$ cat config.mk
export PLATFORM = sky130hd
export DESIGN_NAME = dwm_watchdog_exec_monitor
export DESIGN_NICKNAME = d
export VERILOG_FILES = /design/src/hw/dwm_pkg.sv /design/src/hw/dwm_tick_div.sv /design/src/hw/dwm_watchdog_exec_monitor.sv
export SDC_FILE = /design/constraint.sdc
export NUM_CORES = 1
export LEC_CHECK = 0
export BUFFER_PORTS_ARGS = -buffer_cell sky130_fd_sc_hd__buf_2
export CORE_ASPECT_RATIO = 1.1
export CORE_MARGIN = 10
export CORE_UTILIZATION = 45
export DETAILED_ROUTE_END_ITERATION = 12
export GPL_TIMING_DRIVEN = 0
export PLACE_DENSITY = 0.65
export RECOVER_POWER = 50
export SKIP_CTS_REPAIR_TIMING = 1
export SLEW_MARGIN = 0
export SYNTH_ARGS = -nofsm -noshare
export SYNTH_HDL_FRONTEND = slang
export SYNTH_SLANG_ARGS = --single-unit
$ cat constraint.sdc
create_clock -name REF_CLK -period 6.1 [get_ports REF_CLK]
set_clock_uncertainty 0.05 [all_clocks]
set_input_delay 1.22 -clock REF_CLK [delete_from_list [all_inputs] [get_ports REF_CLK]]
set_output_delay 1.22 -clock REF_CLK [all_outputs]
set_load 0.02 [all_outputs]
$ cat src/hw/dwm_pkg.sv
// Package of constants and types for the DSP watchdog and execution monitor.
`default_nettype none

package dwm_pkg;

    // Wishbone geometry: register index sits at byte address bits [17:2].
    localparam int unsigned ADR_W  = 18;
    localparam int unsigned DAT_W  = 32;
    localparam int unsigned REG_W  = 16;
    localparam int unsigned IDX_LSB = 2;

    // Register indices; the byte address is four times the index.
    localparam logic [15:0] IDX_ERR_PC     = 16'hF432;
    localparam logic [15:0] IDX_SW_CODE_A  = 16'hF433;
    localparam logic [15:0] IDX_SW_CODE_B  = 16'hF434;
    localparam logic [15:0] IDX_WDG_RELOAD = 16'hF443;
    localparam logic [15:0] IDX_WDG_TICK   = 16'hF444;
    localparam logic [15:0] IDX_FRM_EN     = 16'hF450;
    localparam logic [15:0] IDX_FRM_LEN    = 16'hF451;
    localparam logic [15:0] IDX_PC_UPPER   = 16'hF460;
    localparam logic [15:0] IDX_PC_LOWER   = 16'hF461;
    localparam logic [15:0] IDX_FAULT_CODE = 16'hF470;
    localparam logic [15:0] IDX_IRQ_STAT   = 16'hF471;
    localparam logic [15:0] IDX_IRQ_MASK   = 16'hF472;

    // Reset value shared by every register.
    localparam logic [15:0] REG_RESET = 16'h0000;

    // Field layouts.
    localparam int unsigned RELOAD_W     = 13;
    localparam int unsigned TICK_SEL_W   = 4;
    localparam int unsigned PC_W         = 24;
    localparam int unsigned PC_UPPER_LSB = 16;
    localparam int unsigned PC_UPPER_W   = 8;
    localparam int unsigned FRM_EN_BIT   = 0;
    localparam int unsigned FAULT_WDG_BIT = 12;

    // Interrupt status and mask bits.
    localparam int unsigned IRQ_W       = 3;
    localparam int unsigned IRQ_BLK_BIT = 0;
    localparam int unsigned IRQ_WDG_BIT = 1;
    localparam int unsigned IRQ_ERR_BIT = 2;

    // Prescaler: code 0 gives one tick per 2**6 = 64 clocks.
    localparam int unsigned TICK_BASE_LOG2_DEF = 6;
    localparam logic [3:0]  TICK_SEL_MAX       = 4'hB;

    // Software error trap write port.
    typedef struct packed {
        logic        store;
        logic        sel_b;
        logic [15:0] code;
    } dwm_trap_t;

endpackage

`default_nettype wire

$ cat src/hw/dwm_tick_div.sv
// Prescaler that turns the system clock into watchdog counting ticks.
`default_nettype none

module dwm_tick_div #(
    parameter int unsigned BASE_LOG2 = 6
) (
    // Clock and reset.
    input  wire logic       clk,
    input  wire logic       nrst,
    // Control.
    input  wire logic       restart,
    input  wire logic [3:0] sel,
    // Tick output.
    output logic            tick
);

    localparam int unsigned CNT_W = BASE_LOG2 + 12;
    localparam logic [CNT_W-1:0] ONE  = CNT_W'(1);
    localparam logic [CNT_W-1:0] ZERO = CNT_W'(0);

    logic [3:0]       code;
    logic [CNT_W-1:0] limit;
    logic [CNT_W-1:0] cnt_q;

    // Reserved codes hold the longest defined period.
    always_comb begin
        code  = (sel > dwm_pkg::TICK_SEL_MAX) ? dwm_pkg::TICK_SEL_MAX : sel;
        limit = (ONE << (BASE_LOG2 + 32'(code))) - ONE;
    end

    always_ff @(posedge clk or negedge nrst) begin
        if (!nrst) begin
            cnt_q <= ZERO;
        end else if (restart || cnt_q >= limit) begin
            cnt_q <= ZERO;
        end else begin
            cnt_q <= cnt_q + ONE;
        end
    end

    // A restart also realigns the phase so a fresh timeout is a full one.
    always_ff @(posedge clk or negedge nrst) begin
        if (!nrst) begin
            tick <= 1'b0;
        end else begin
            tick <= !restart && (cnt_q >= limit);
        end
    end

endmodule

`default_nettype wire

$ cat src/hw/dwm_watchdog_exec_monitor.sv
// Watchdog, error capture and frame-group interrupt for the DSP core.
//
// Implementation choice: the Wishbone slave port.
`default_nettype none
// Behaviour
// - Error latches execute-stage program count, readable/writable.
// - Two 16-bit error-code registers, trap may fill.
// - Watchdog starts at reload, decrements per tick.
// - Program restart reloads watchdog counter.
// - Counter reaching zero raises watchdog error flag.
// - Reload is 13 bits; upper three reserved, reset zero.
// - Prescale multiplies the reload count timeout.
// - Tick every 64 clocks, doubling per code to 131072.
// - Bit zero enables frame-group interrupt; resets zero.
// - Frame counter increments on each frame-start pulse.
// - Counter reaching length fires interrupt, then clears.
// - Program counter bits 23:16 readable in low byte.
// - Program counter bits 15:0 readable in companion.
// - Watchdog expiry reported at fault-code bit 12.

module dwm_watchdog_exec_monitor #(
    parameter int unsigned TICK_BASE_LOG2 = dwm_pkg::TICK_BASE_LOG2_DEF
) (
    // Clock and reset.
    input  wire logic                       REF_CLK,
    input  wire logic                       NRST,
    // Wishbone slave.
    input  wire logic                       WB_CYC_I,
    input  wire logic                       WB_STB_I,
    input  wire logic                       WB_WE_I,
    input  wire logic [dwm_pkg::ADR_W-1:0]  WB_ADR_I,
    input  wire logic [3:0]                 WB_SEL_I,
    input  wire logic [dwm_pkg::DAT_W-1:0]  WB_DAT_I,
    output logic      [dwm_pkg::DAT_W-1:0]  WB_DAT_O,
    output logic                            WB_ACK_O,
    // Core observation.
    input  wire logic [dwm_pkg::PC_W-1:0]   CORE_PC,
    input  wire logic [15:0]                EXEC_PC,
    input  wire logic                       CORE_ERROR,
    input  wire logic                       PROG_RESTART,
    input  wire logic                       FRAME_START,
    input  wire dwm_pkg::dwm_trap_t         SW_TRAP,
    // Event outputs.
    output logic                            WDG_ERROR,
    output logic                            BLOCK_IRQ,
    output logic                            IRQ
);

    localparam logic [dwm_pkg::RELOAD_W-1:0] RLD_ONE  = 13'h0001;
    localparam logic [dwm_pkg::RELOAD_W-1:0] RLD_ZERO = 13'h0000;
    localparam logic [15:0] FRM_ONE  = 16'h0001;
    localparam logic [15:0] FRM_ZERO = 16'h0000;
    localparam logic [dwm_pkg::IRQ_W-1:0] IRQ_ZERO = 3'h0;

    // Bus decode.
    logic        req;
    logic        wr;
    logic [15:0] idx;
    logic [15:0] wdat;
    logic [15:0] lane_mask;
    logic        ack_q;

    // Register state.
    logic [15:0] err_pc_q;
    logic [15:0] sw_code_a_q;
    logic [15:0] sw_code_b_q;
    logic [dwm_pkg::RELOAD_W-1:0]   reload_q;
    logic [dwm_pkg::TICK_SEL_W-1:0] tick_sel_q;
    logic        frm_en_q;
    logic [15:0] frm_len_q;
    logic [15:0] fault_q;
    logic [dwm_pkg::IRQ_W-1:0] irq_stat_q;
    logic [dwm_pkg::IRQ_W-1:0] irq_mask_q;

    // Watchdog and frame counter.
    logic [dwm_pkg::RELOAD_W-1:0] wdg_cnt_q;
    logic        wdg_armed_q;
    logic        wdg_tick;
    logic        wdg_load;
    logic [dwm_pkg::RELOAD_W-1:0] wdg_load_val;
    logic        wdg_expire;
    logic [15:0] frm_cnt_q;
    logic        frm_fire;
    logic        err_capture;
    logic [dwm_pkg::IRQ_W-1:0] irq_events;
    logic [15:0] rdata_d;

    function automatic logic wr_hit(input logic [15:0] a,
                                    input logic [15:0] b,
                                    input logic        w);
        return w && (a == b);
    endfunction

    // Wishbone request is taken in the cycle before ack rises.
    always_comb begin
        req       = WB_CYC_I && WB_STB_I && !ack_q;
        wr        = req && WB_WE_I;
        idx       = WB_ADR_I[dwm_pkg::ADR_W-1:dwm_pkg::IDX_LSB];
        wdat      = WB_DAT_I[15:0];
        lane_mask = {{8{WB_SEL_I[1]}}, {8{WB_SEL_I[0]}}};
    end

    always_ff @(posedge REF_CLK or negedge NRST) begin
        if (!NRST) begin
            ack_q <= 1'b0;
        end else begin
            ack_q <= req;
        end
    end

    assign WB_ACK_O = ack_q;

    // Watchdog reloads on a program restart or a new reload value.
    always_comb begin
        wdg_load     = PROG_RESTART
                       || wr_hit(idx, dwm_pkg::IDX_WDG_RELOAD, wr);
        wdg_load_val = PROG_RESTART ? reload_q
                     : (wdat[dwm_pkg::RELOAD_W-1:0]
                        & lane_mask[dwm_pkg::RELOAD_W-1:0])
                     | (reload_q & ~lane_mask[dwm_pkg::RELOAD_W-1:0]);
        wdg_expire   = wdg_armed_q && wdg_tick && !wdg_load
                       && (wdg_cnt_q == RLD_ONE);
        err_capture  = CORE_ERROR || wdg_expire;
    end

    dwm_tick_div #(
        .BASE_LOG2 (TICK_BASE_LOG2)
    ) u_tick_div (
        .clk     (REF_CLK),
        .nrst    (NRST),
        .restart (wdg_load),
        .sel     (tick_sel_q),
        .tick    (wdg_tick)
    );

    // A zero reload leaves the watchdog disarmed, so reset never trips it.
    always_ff @(posedge REF_CLK or negedge NRST) begin
        if (!NRST) begin
            wdg_cnt_q   <= RLD_ZERO;
            wdg_armed_q <= 1'b0;
        end else if (wdg_load) begin
            wdg_cnt_q   <= wdg_load_val;
            wdg_armed_q <= (wdg_load_val != RLD_ZERO);
        end else if (wdg_armed_q && wdg_tick && wdg_cnt_q != RLD_ZERO) begin
            wdg_cnt_q   <= wdg_cnt_q - RLD_ONE;
        end
    end

    // Hardware capture wins over a software write in the same cycle.
    always_ff @(posedge REF_CLK or negedge NRST) begin
        if (!NRST) begin
            err_pc_q <= dwm_pkg::REG_RESET;
        end else if (err_capture) begin
            err_pc_q <= EXEC_PC;
        end else if (wr_hit(idx, dwm_pkg::IDX_ERR_PC, wr)) begin
            err_pc_q <= (wdat & lane_mask) | (err_pc_q & ~lane_mask);
        end
    end

    always_ff @(posedge REF_CLK or negedge NRST) begin
        if (!NRST) begin
            sw_code_a_q <= dwm_pkg::REG_RESET;
        end else if (SW_TRAP.store && !SW_TRAP.sel_b) begin
            sw_code_a_q <= SW_TRAP.code;
        end else if (wr_hit(idx, dwm_pkg::IDX_SW_CODE_A, wr)) begin
            sw_code_a_q <= (wdat & lane_mask) | (sw_code_a_q & ~lane_mask);
        end
    end

    always_ff @(posedge REF_CLK or negedge NRST) begin
        if (!NRST) begin
            sw_code_b_q <= dwm_pkg::REG_RESET;
        end else if (SW_TRAP.store && SW_TRAP.sel_b) begin
            sw_code_b_q <= SW_TRAP.code;
        end else if (wr_hit(idx, dwm_pkg::IDX_SW_CODE_B, wr)) begin
            sw_code_b_q <= (wdat & lane_mask) | (sw_code_b_q & ~lane_mask);
        end
    end

    // Watchdog configuration; reserved bits are not stored.
    always_ff @(posedge REF_CLK or negedge NRST) begin
        if (!NRST) begin
            reload_q   <= dwm_pkg::REG_RESET[dwm_pkg::RELOAD_W-1:0];
            tick_sel_q <= dwm_pkg::REG_RESET[dwm_pkg::TICK_SEL_W-1:0];
        end else begin
            if (wr_hit(idx, dwm_pkg::IDX_WDG_RELOAD, wr)) begin
                // A restart in the same cycle must not swallow the write.
                reload_q <= (wdat[dwm_pkg::RELOAD_W-1:0]
                             & lane_mask[dwm_pkg::RELOAD_W-1:0])
                            | (reload_q
                               & ~lane_mask[dwm_pkg::RELOAD_W-1:0]);
            end
            if (wr_hit(idx, dwm_pkg::IDX_WDG_TICK, wr) && WB_SEL_I[0]) begin
                tick_sel_q <= wdat[dwm_pkg::TICK_SEL_W-1:0];
            end
        end
    end

    // Frame-group configuration.
    always_ff @(posedge REF_CLK or negedge NRST) begin
        if (!NRST) begin
            frm_en_q  <= dwm_pkg::REG_RESET[dwm_pkg::FRM_EN_BIT];
            frm_len_q <= dwm_pkg::REG_RESET;
        end else begin
            if (wr_hit(idx, dwm_pkg::IDX_FRM_EN, wr) && WB_SEL_I[0]) begin
                frm_en_q <= wdat[dwm_pkg::FRM_EN_BIT];
            end
            if (wr_hit(idx, dwm_pkg::IDX_FRM_LEN, wr)) begin
                frm_len_q <= (wdat & lane_mask) | (frm_len_q & ~lane_mask);
            end
        end
    end

    // A length of zero can never be reached, so it fires nothing.
    always_comb begin
        frm_fire = frm_en_q && FRAME_START && (frm_len_q != FRM_ZERO)
                   && (frm_cnt_q + FRM_ONE == frm_len_q);
    end

    always_ff @(posedge REF_CLK or negedge NRST) begin
        if (!NRST) begin
            frm_cnt_q <= FRM_ZERO;
        end else if (!frm_en_q || frm_fire) begin
            frm_cnt_q <= FRM_ZERO;
        end else if (FRAME_START) begin
            frm_cnt_q <= frm_cnt_q + FRM_ONE;
        end
    end

    always_ff @(posedge REF_CLK or negedge NRST) begin
        if (!NRST) begin
            BLOCK_IRQ <= 1'b0;
        end else begin
            BLOCK_IRQ <= frm_fire;
        end
    end

    // Fault code: write one to clear; a new expiry wins over the clear.
    always_ff @(posedge REF_CLK or negedge NRST) begin
        if (!NRST) begin
            fault_q <= dwm_pkg::REG_RESET;
        end else begin
            if (wr_hit(idx, dwm_pkg::IDX_FAULT_CODE, wr)) begin
                fault_q <= fault_q & ~(wdat & lane_mask);
            end
            if (wdg_expire) begin
                fault_q[dwm_pkg::FAULT_WDG_BIT] <= 1'b1;
            end
        end
    end

    assign WDG_ERROR = fault_q[dwm_pkg::FAULT_WDG_BIT];

    // Interrupt status, write one to clear, set wins over clear.
    always_comb begin
        irq_events = IRQ_ZERO;
        irq_events[dwm_pkg::IRQ_BLK_BIT] = frm_fire;
        irq_events[dwm_pkg::IRQ_WDG_BIT] = wdg_expire;
        irq_events[dwm_pkg::IRQ_ERR_BIT] = err_capture;
    end

    always_ff @(posedge REF_CLK or negedge NRST) begin
        if (!NRST) begin
            irq_stat_q <= IRQ_ZERO;
        end else if (wr_hit(idx, dwm_pkg::IDX_IRQ_STAT, wr) && WB_SEL_I[0]) begin
            irq_stat_q <= (irq_stat_q & ~wdat[dwm_pkg::IRQ_W-1:0])
                          | irq_events;
        end else begin
            irq_stat_q <= irq_stat_q | irq_events;
        end
    end

    always_ff @(posedge REF_CLK or negedge NRST) begin
        if (!NRST) begin
            irq_mask_q <= IRQ_ZERO;
        end else if (wr_hit(idx, dwm_pkg::IDX_IRQ_MASK, wr) && WB_SEL_I[0]) begin
            irq_mask_q <= wdat[dwm_pkg::IRQ_W-1:0];
        end
    end

    // The interrupt line lags the status bits by one clock.
    always_ff @(posedge REF_CLK or negedge NRST) begin
        if (!NRST) begin
            IRQ <= 1'b0;
        end else begin
            IRQ <= |(irq_stat_q & irq_mask_q);
        end
    end

    // Read mux; unmapped indices read as zero and are still acknowledged.
    always_comb begin
        rdata_d = 16'h0000;
        unique case (idx)
            dwm_pkg::IDX_ERR_PC:     rdata_d = err_pc_q;
            dwm_pkg::IDX_SW_CODE_A:  rdata_d = sw_code_a_q;
            dwm_pkg::IDX_SW_CODE_B:  rdata_d = sw_code_b_q;
            dwm_pkg::IDX_WDG_RELOAD: rdata_d[dwm_pkg::RELOAD_W-1:0] = reload_q;
            dwm_pkg::IDX_WDG_TICK:
                rdata_d[dwm_pkg::TICK_SEL_W-1:0] = tick_sel_q;
            dwm_pkg::IDX_FRM_EN:     rdata_d[dwm_pkg::FRM_EN_BIT] = frm_en_q;
            dwm_pkg::IDX_FRM_LEN:    rdata_d = frm_len_q;
            dwm_pkg::IDX_PC_UPPER:
                rdata_d[dwm_pkg::PC_UPPER_W-1:0] =
                    CORE_PC[dwm_pkg::PC_W-1:dwm_pkg::PC_UPPER_LSB];
            dwm_pkg::IDX_PC_LOWER:
                rdata_d = CORE_PC[15:0];
            dwm_pkg::IDX_FAULT_CODE: rdata_d = fault_q;
            dwm_pkg::IDX_IRQ_STAT:   rdata_d[dwm_pkg::IRQ_W-1:0] = irq_stat_q;
            dwm_pkg::IDX_IRQ_MASK:   rdata_d[dwm_pkg::IRQ_W-1:0] = irq_mask_q;
            default:                 rdata_d = 16'h0000;
        endcase
    end

    // Read data is registered with the ack and held until the next read request.
    always_ff @(posedge REF_CLK or negedge NRST) begin
        if (!NRST) begin
            WB_DAT_O <= 32'h0000_0000;
        end else if (req && !WB_WE_I) begin
            WB_DAT_O <= {16'h0000, rdata_d};
        end
    end

endmodule

`default_nettype wire

# After elaboration in Yosys (flattened, before gate mapping)
# Index checks and enable logic that the tools add are counted.
totals:
  ff_bits: 172
  inputBits: 120
  word_cells: 132
classes:
  n_addsub: 5
  magnitude_cmp: 2
  n_eq_ne: 14
  n_shift: 1
  n_mux: 22
  bitwise_logic: 21
  reduce_logical: 47
ops:
  columns: ["op", "n"]
  rows:
  - ["equality test 16 bit, second input constant", 12]
  - ["two-way mux 16 bit", 8]
  - ["AND 16 bit", 6]
  - ["bitwise OR 16 bit", 4]
  - ["two-way mux 13 bit", 4]
  - ["one-hot mux 5 bit (7 select lines)", 1]
  - ["NOT 16 bit", 2]
  - ["one-hot mux 4 bit (8 select lines)", 1]
  - ["<< shifter 1 x 32 -> 18 bit, first input constant", 1]
  - ["logical AND 1 bit", 28]
  - ["AND 13 bit", 2]
  - ["nonzero test 13 bit", 2]
  - ["one-hot mux 2 bit (11 select lines)", 1]
  - ["adder 18 x 1 -> 18 bit, second input constant", 1]
  - [">= comparator 18 bit", 1]
  - ["two-way mux 18 bit", 1]
  - ["one-hot mux 3 bit (6 select lines)", 1]
  - ["subtractor 18 x 1 -> 18 bit, second input constant", 1]
  - ["adder 16 x 1 -> 16 bit, second input constant", 1]
  - ["equality test 16 bit", 1]
  - ["nonzero test 16 bit", 1]
  - ["equality test 13 x 1 -> 1 bit, second input constant", 1]
  - ["NOT 13 bit", 1]
  - ["bitwise OR 13 bit", 1]
  - ["15 further kinds", 29]

# Longest topological paths before layout
# Gate-level depths: netlist (run 1).
depth:
  ltp_word: 11
  depth_mapped: 14
  mapped_depth_nobuf: 13

# Modules after synthesis
# Synthesis (run 1) repeated with hierarchy kept, for this count alone.
hier_totals:
  hier_cells: 1118
  hier_area_um2: 10466.3
by_module_without_submodules:
  columns: ["module", "instances", "cells_each", "area_per_inst_um2", "seq_area_each_um2"]
  rows:
  - ["dwm_watchdog_exec_monitor", 1, 926, 8823.5, 3828.7]
  - ["dwm_tick_div", 1, 192, 1642.8, 475.5]

# Worst setup path after synthesis (run 1)
# OpenSTA, ideal clock, no wires.
synth_path:
  path_type: "input port to flip-flop"
  startpoint: "input WB_ADR_I[5] (netlist name)"
  endpoint: "register fault_q[10]"
  setup_time_ns: 0.119
  arrival_ns: 3.030
  path_slack_ns: 2.902
  stages: 8
  path_buffers: 2
  path_cell_list: "nor4_1 nand4_1 or4_1 buf_2 nor2_1 nand2_1 buf_2 o21a_1"
synth_via:
  elab_chain_cells: 2
synth_lines:
  columns: ["item", "line_no", "source"]
  rows:
  - ["start, declared", "dwm_watchdog_exec_monitor.sv:31", "input wire logic [dwm_pkg::ADR_W-1:0] WB_ADR_I,"]
  - ["equality test 16 bit", "dwm_watchdog_exec_monitor.sv:91", "return w && (a == b);"]
  - ["logical AND 1 bit", "dwm_watchdog_exec_monitor.sv:91", null]
  - ["end signal, assigned", "dwm_watchdog_exec_monitor.sv:241", "fault_q <= dwm_pkg::REG_RESET;"]
  - ["end signal, assigned", "dwm_watchdog_exec_monitor.sv:244", "fault_q <= fault_q & ~(wdat & lane_mask);"]
  - ["end, declared", "dwm_watchdog_exec_monitor.sv:71", "logic [15:0] fault_q;"]
# Every way passes these cells.
# A chain may end at the register's enable or synchronous reset.

==> metrics, run 1 <==
Post-Synth Simple-Gate Area=18.5%; RePlAce Congestion=roughly 0.91; final hold vios=0; Vias=roughly 9.1k; Leak=5.25 nW; I/O pins=around 160; Yosys Warn Count=0; Worst Hold Depth=2; layout cells sized above 1=a little under a fifth; maximum capacitance violations=1; Setup Viol. Count Final=0; Mapped Cells=1080; Least-Margin Pin Slew=roughly 3.6 ns; grt total ovfl=0; Critical Path, Cell by Cell=clkbuf_1; Post-synth EDFFs=0; die area=28500 um2; Crit. path cell count=1; failing checks=capacitance limit, slew limit; flop2flop setup slack=between 2 and 3 ns; first-pass GRT wire length=51000 um; Util after Layout=a little over half; Yosys reg bits=~170; Die W=approximately 160 um; Peak VDD IR=~0.16 mV; setup slack at placement=around 1.8 ns; Post-Synth Adder-Cell Area=under 10%; initial antenna violation count=1; latest clock arrival within the worst-skew pair=around 0.44 ns; RSZ-0062 raised after global routing=false; Root Driver=clkbuf_16; CTS tree=done; total core area=approximately 22000 um2; slowest CP cell=clkbuf_1; Port Buffers=between 100 and 150; drt first pass iters=6; DR vias/cell=5.89; Top Family by Delay on Critical Path=buffers and inverters; Final Max Tran Viols=62; setup slack after layout=2.05 ns; largest net degree at the start of global routing=between 100 and 150; largest family of logic cells by synthesized area=simple AND/OR/NAND/NOR gates; Initial Util=about 45%; unique cell type count in the Yosys netlist=63; Fillers=just over 2k; mux cell area share after synthesis=a little under 9%; sequential fraction of the synthesis area=43.3%; clk slew on worst S/H paths=0.07 ns; die height=176 um; Post-Layout Cell Count=between 1.5k and 2k; vias in the first global route=around 9.1k; crit end category=asynchronous set/reset pin; FP Rows=57; Worst Path Arrival=3.73 ns; CTS Sinks=about 170; min Tclk post-route=4.05 ns; kind of critical path=input port to asynchronous set/reset pin; Post-route DRC=0; clock buffer depth=2; status=complete, but fails checks; Crit Path Max Fanout=between 60 and 70; htree depth=4; Compound-Gate Fraction of Synth Area=about 18%; Hold WC Path Type=flip-flop to flip-flop; final net count=1380; Synth Area in XOR/XNOR=~4.3%; Critical Path RT=a little under 6 ns; DRT iter0 DRCs=between 900 and 1k; Inst Count DP=approximately 1.5k; post-route setup TNS=0 ns; Area growth syn-to-layout=16.4%; Slew HR=-138%; r2r worst-path depth=12; CP startpoint kind=input port; Async S/R FF share, synth=100%; CTS buffer count=17; Routed Antenna Nets=0; routed wire length=roughly 33000 um; detailed placement HPWL=24100 um; f_max=247 MHz; Primary FF master, synth=dfrtp_1; max incr delay on CP=2.45 ns; fin crit share=between 60% and 70%; Mapped Area=a little under 10000 um2; Syn Area/Cell=between 9 and 10 um2; Worst Path Buf+Inv=1; P per Cell Area=about 230 nW/um2; wire per inst=21.1 um; Global Route Usage Sum=22.7%
## logic make-up after synthesis
kind of cell	count (synthesis)
AOI/OAI and AO/OA	271
other	2
muxes	83
and+or+nand+nor	386
buffers and inverters	94
DFF	172
xor gates and xnor gates	49
adders and majority gates	23
## per-stage QoR
stage,instance area [um2],hold WS [ns],power (mW)
floorplan,10000,0.394,1.44
global placement,11000,0.411,1.59
detailed placement,11000,0.422,1.60
CTS,11600,0.439,2.67
global route,11600,0.459,2.76
finish,11600,0.436,2.66
## Yosys cell counts (all sizes together), types with 23 or more instances
master / instances / area, um2
a21oi: 65 / 325
buf: 34 / 213
clkbuf: 44 / 166
dfrtp: 172 / 4300
ha: 23 / 288
mux2: 45 / 507
mux2i: 38 / 380
nand2: 127 / 477
nand3: 23 / 115
nor2: 114 / 430
o21ai: 69 / 345
xnor2: 23 / 201
xor2: 26 / 228
## cell type report
| class | instances | area, um2 | area share (%) |
|---|---|---|---|
| multi-input combinational | 834 | 5290 | 45.7 |
| timing repair buffer | 118 | 602 | 5.20 |
| inverter | 16 | 60.1 | 0.519 |
| sequential | 172 | 4300 | 37.2 |
| clock inverter | 13 | 130 | 1.12 |
| antenna | 2 | 5.00 | 0.0432 |
| clock buffer | 18 | 439 | 3.79 |
| tap | 295 | 369 | 3.19 |
| buffer | 78 | 379 | 3.27 |
## cells in the final DEF (no fill, tap or decap), types with 4 or more instances in the layout
cell type	n
a211oi_1	6
a21o_1	9
a21oi_1	65
a221oi_1	11
a222oi_1	20
a22oi_1	7
a31oi_1	19
and2_1	5
and3_1	14
buf_2	125
buf_4	17
clkbuf_1	52
clkbuf_16	17
conb_1	22
dfrtp_1	172
ha_1	23
inv_1	16
inv_6	7
mux2_2	45
mux2i_1	38
nand2_1	127
nand2b_1	7
nand3_1	23
nand4_1	12
nor2_1	113
nor2b_1	11
nor3_1	15
nor3_2	5
nor4_1	21
o211ai_1	6
o21a_1	20
o21ai_0	67
o22ai_1	14
o2bb2ai_1	4
o31ai_1	4
or2_2	5
or3_1	5
or4_1	6
xnor2_1	23
xor2_1	26
## routing by layer
layer  wire length (um)  share of wire, %  GRT usage [%]
met1              14000                43           29.9
met2              15300                47           35.9
met3               2460               7.6           5.10
met4                915               2.8           8.76
met5                  0                 0              0
## power breakdown
group	internal (mW)	switching, mW	total [mW]
sequential	1.20	0.0425	1.24
clock	0.583	0.502	1.09
combinational	0.118	0.213	0.331
total	1.90	0.758	2.66
## tightest hold or removal path, delay by kind of cell (launching register included)
kind,cells,cell delay (ns)
AND/OR/NAND/NOR,1,0.05
flip-flops,1,0.35
AO/OA/AOI/OAI,1,0.06
## path summary, 6_finish.rpt
path	start	end
min in group asynchronous	NRST	u_tick_div.cnt_q[4]$_DFF_PN0_
hold / removal	flip-flop	flip-flop
setup reg to reg	tick_sel_q[2]$_DFFE_PN0P_	u_tick_div.cnt_q[13]$_DFF_PN0_
max in group REF_CLK	WB_ADR_I[5]	flip-flop
setup / recovery	NRST	reload_q[5]$_DFFE_PN0P_
hold reg to reg	flip-flop	flip-flop
No activity file was read; power rests on OpenSTA's default activity.
==> inputs of run 2 (changes only) <==
- PLACE_DENSITY: 0.65 -> 0.67
- clock period: 6.1 -> 3.5 ns (I/O delays scaled with it)
==> run 2 against run 1 <==
Effect of this change:
- the flow still finishes with violations (capacitance limit, slew limit)
- clock-buffer cell count decreased by 1
- combinational power rose by 73%
- via count shrank 0.94%
- sequential cell count did not move
- routed wire length is 2.4% lower
- first-iteration DRC count shrank 2.4%
- hold slack lost 0.0013 ns
- sequential share of layout area shrank 0.13 points
- clock power rose by 80%
- sequential power is 75% higher
- core utilization rose by 0.18 points
- die area unchanged
- critical path type is now input port to flip-flop
==> metrics, run 2 (synthesis results as in run 1) <==
status=complete, but fails checks; failing checks=capacitance limit, slew limit; slowest CP cell=nor3_1; grt total ovfl=0 (unchanged); Hold Path End=WB_DAT_O[3]$_DFFE_PN0P_; RePlAce Congestion=0.923 (+1.9%); Worst Path Arrival=3.53 ns (-0.20 ns); Worst Path Buf+Inv=3 (+2); Crit. path cell count=9 (+8); Antenna Cells=0 (-2); RSZ-0062 raised after global routing=false; Least-Margin Pin Slew=1.87 ns (-1.70 ns); Hold Slack=0.435 ns (-0.00133 ns); Slew HR=-24.5% (+110 points); Worst Hold Depth=1 (-1); Hold WC Path Type=flip-flop to flip-flop; drt first pass iters=8 (+2); vias in the first global route=8926 (-2.3%); Combinational Power Share=12.1% (-0.3 points); Vias=9025 (-0.94%); reg-to-reg endpoint=u_tick_div.cnt_q[9]$_DFF_PN0_; largest net degree at the start of global routing=102 (-8.9%); Peak VDD IR=0.315 mV (+94%); Critical Path RT=3.75 ns (-2.03 ns); commonest non-fill, non-tap cell in the layout=dfrtp_1; Area growth syn-to-layout=16.8%; first-pass GRT wire length=50300 um (-1.3%); CTS Sinks=172 (unchanged); Post-DP Area=11000 um2 (unchanged); sw frac=30.3% (+1.8 points); final instance area=11600 um2 (+0.35%); fin crit share=a little over nine tenths; die height=176 um (unchanged); Die W=162 um (unchanged); Crit path top cell by count=buf_2; setup slack at placement=-0.180 ns (-1.99 ns); wire per inst=20.6 um (-2.4%); Setup Viol. Count Final=0 (unchanged); Global Route Usage Sum=22.3% (-0.46 points); initial antenna violation count=0 (-1); setup slack after layout=0.223 ns (-1.83 ns); routed wire length=31800 um (-2.4%); detailed placement HPWL=24000 um (-0.14%); flop2flop setup slack=0.44 ns (-2.53 ns); P per Cell Area=405 nW/um2 (+76%); I/O pins=156 (unchanged); Crit Path Max Fanout=10 (-84%); DR vias/cell=5.84 (-0.88%); maximum capacitance violations=2 (+1); Root Driver=clkbuf_16; htree depth=4 (unchanged); FP Rows=57 (unchanged); latest clock arrival within the worst-skew pair=0.45 ns (about the same); CTS tree=done; DRT iter0 DRCs=931 (-2.4%); Routed Antenna Nets=0 (unchanged); CP startpoint kind=input port; reg-to-reg startpoint=tick_sel_q[2]$_DFFE_PN0P_; Top Family by Delay on Critical Path=simple AND/OR/NAND/NOR gates; min Tclk post-route=between 3 and 4 ns; Seq pwr share=46.1% (-0.7 points); kind of critical path=input port to flip-flop; Net Sw Power=1.42 mW (+88%); max incr delay on CP=1.03 ns (-1.42 ns); clk slew on worst S/H paths=0.08 ns (about the same); Leak=5.26 nW (+0.21%); clock buffer depth=2 (unchanged); f_max=between 300 and 400 MHz; commonest cells after routing, fill and taps aside=172 x dfrtp_1, 127 x nand2_1, 125 x buf_2; die area=28500 um2 (unchanged); Final Max Tran Viols=82 (+32%); final hold vios=0 (unchanged); crit end category=flip-flop; internal power=3.28 mW (+72%); Initial Util=45.4% (unchanged); total core area=21900 um2 (unchanged); Clk network pwr share=41.7% (+0.9 points); Post-route DRC=0 (unchanged); r2r worst-path depth=12 (unchanged); Critical Path, Cell by Cell=buf_2, nor4_1, nand4_1, buf_2, nor3_1, a31oi_1, buf_2, nand2_1, o21ai_0; Pwr Total=4.70 mW (+77%); Hold Crit Start=WB_DAT_O[3]$_DFFE_PN0P_; Port Buffers=117 (unchanged); layout cells sized above 1=19.0% (+0.065 points); final net count=1380 (unchanged); CTS buffer count=17 (unchanged)
run 2: how the worst max path moves through the flow:
stage                 from                    endpoint  slack, ns
4_1_cts        WB_ADR_I[5]     fault_q[12]$_DFFE_PN0P_       0.28
2_1_floorplan  WB_ADR_I[5]     fault_q[10]$_DFFE_PN0P_       0.82
5_1_grt        WB_ADR_I[5]                   flip-flop       0.02
3_5_place_dp   WB_ADR_I[5]                   flip-flop      -0.18
6_report       WB_ADR_I[5]                   flip-flop       0.22
3_3_place_gp          NRST  asynchronous set/reset pin      -1.18
run 2: through the flow:
| stage | TNS (ns) | instances | utilization, % |
|---|---|---|---|
| floorplan | 0 | 1100 | - |
| global placement | -200.82 | 1512 | 50.1 |
| detailed placement | -3.79 | 1513 | 50.3 |
| CTS | 0 | 1545 | 53.2 |
| global route | 0 | 1545 | 53.1 |
| finish | 0 | 1545 | 53.1 |
run 2: final cells by class:
class	instances	area, um2
plain buffers	78	379
clock buffers	17	425
clock inverters	15	193
fillers	2047	10300
inverters	16	60.1
multi-input cells	834	5290
flip-flops and latches	172	4300
well taps	295	369
repair buffers	118	603
run 2: per-layer routing:
layer,wire [um],global-route usage [%]
met2,15400,36.6
met4,904,9.03
met5,0,0
met3,2070,4.10
met1,13400,28.4
run 2: power groups by stage:
stage	registers, mW	logic, mW	clock network, mW
after detailed placement	2.20	0.571	0
after floorplan	2.22	0.287	0
final	2.17	0.571	1.96
after global placement	2.20	0.561	0
after CTS	2.16	0.574	1.98
after global routing	2.18	0.632	2.07
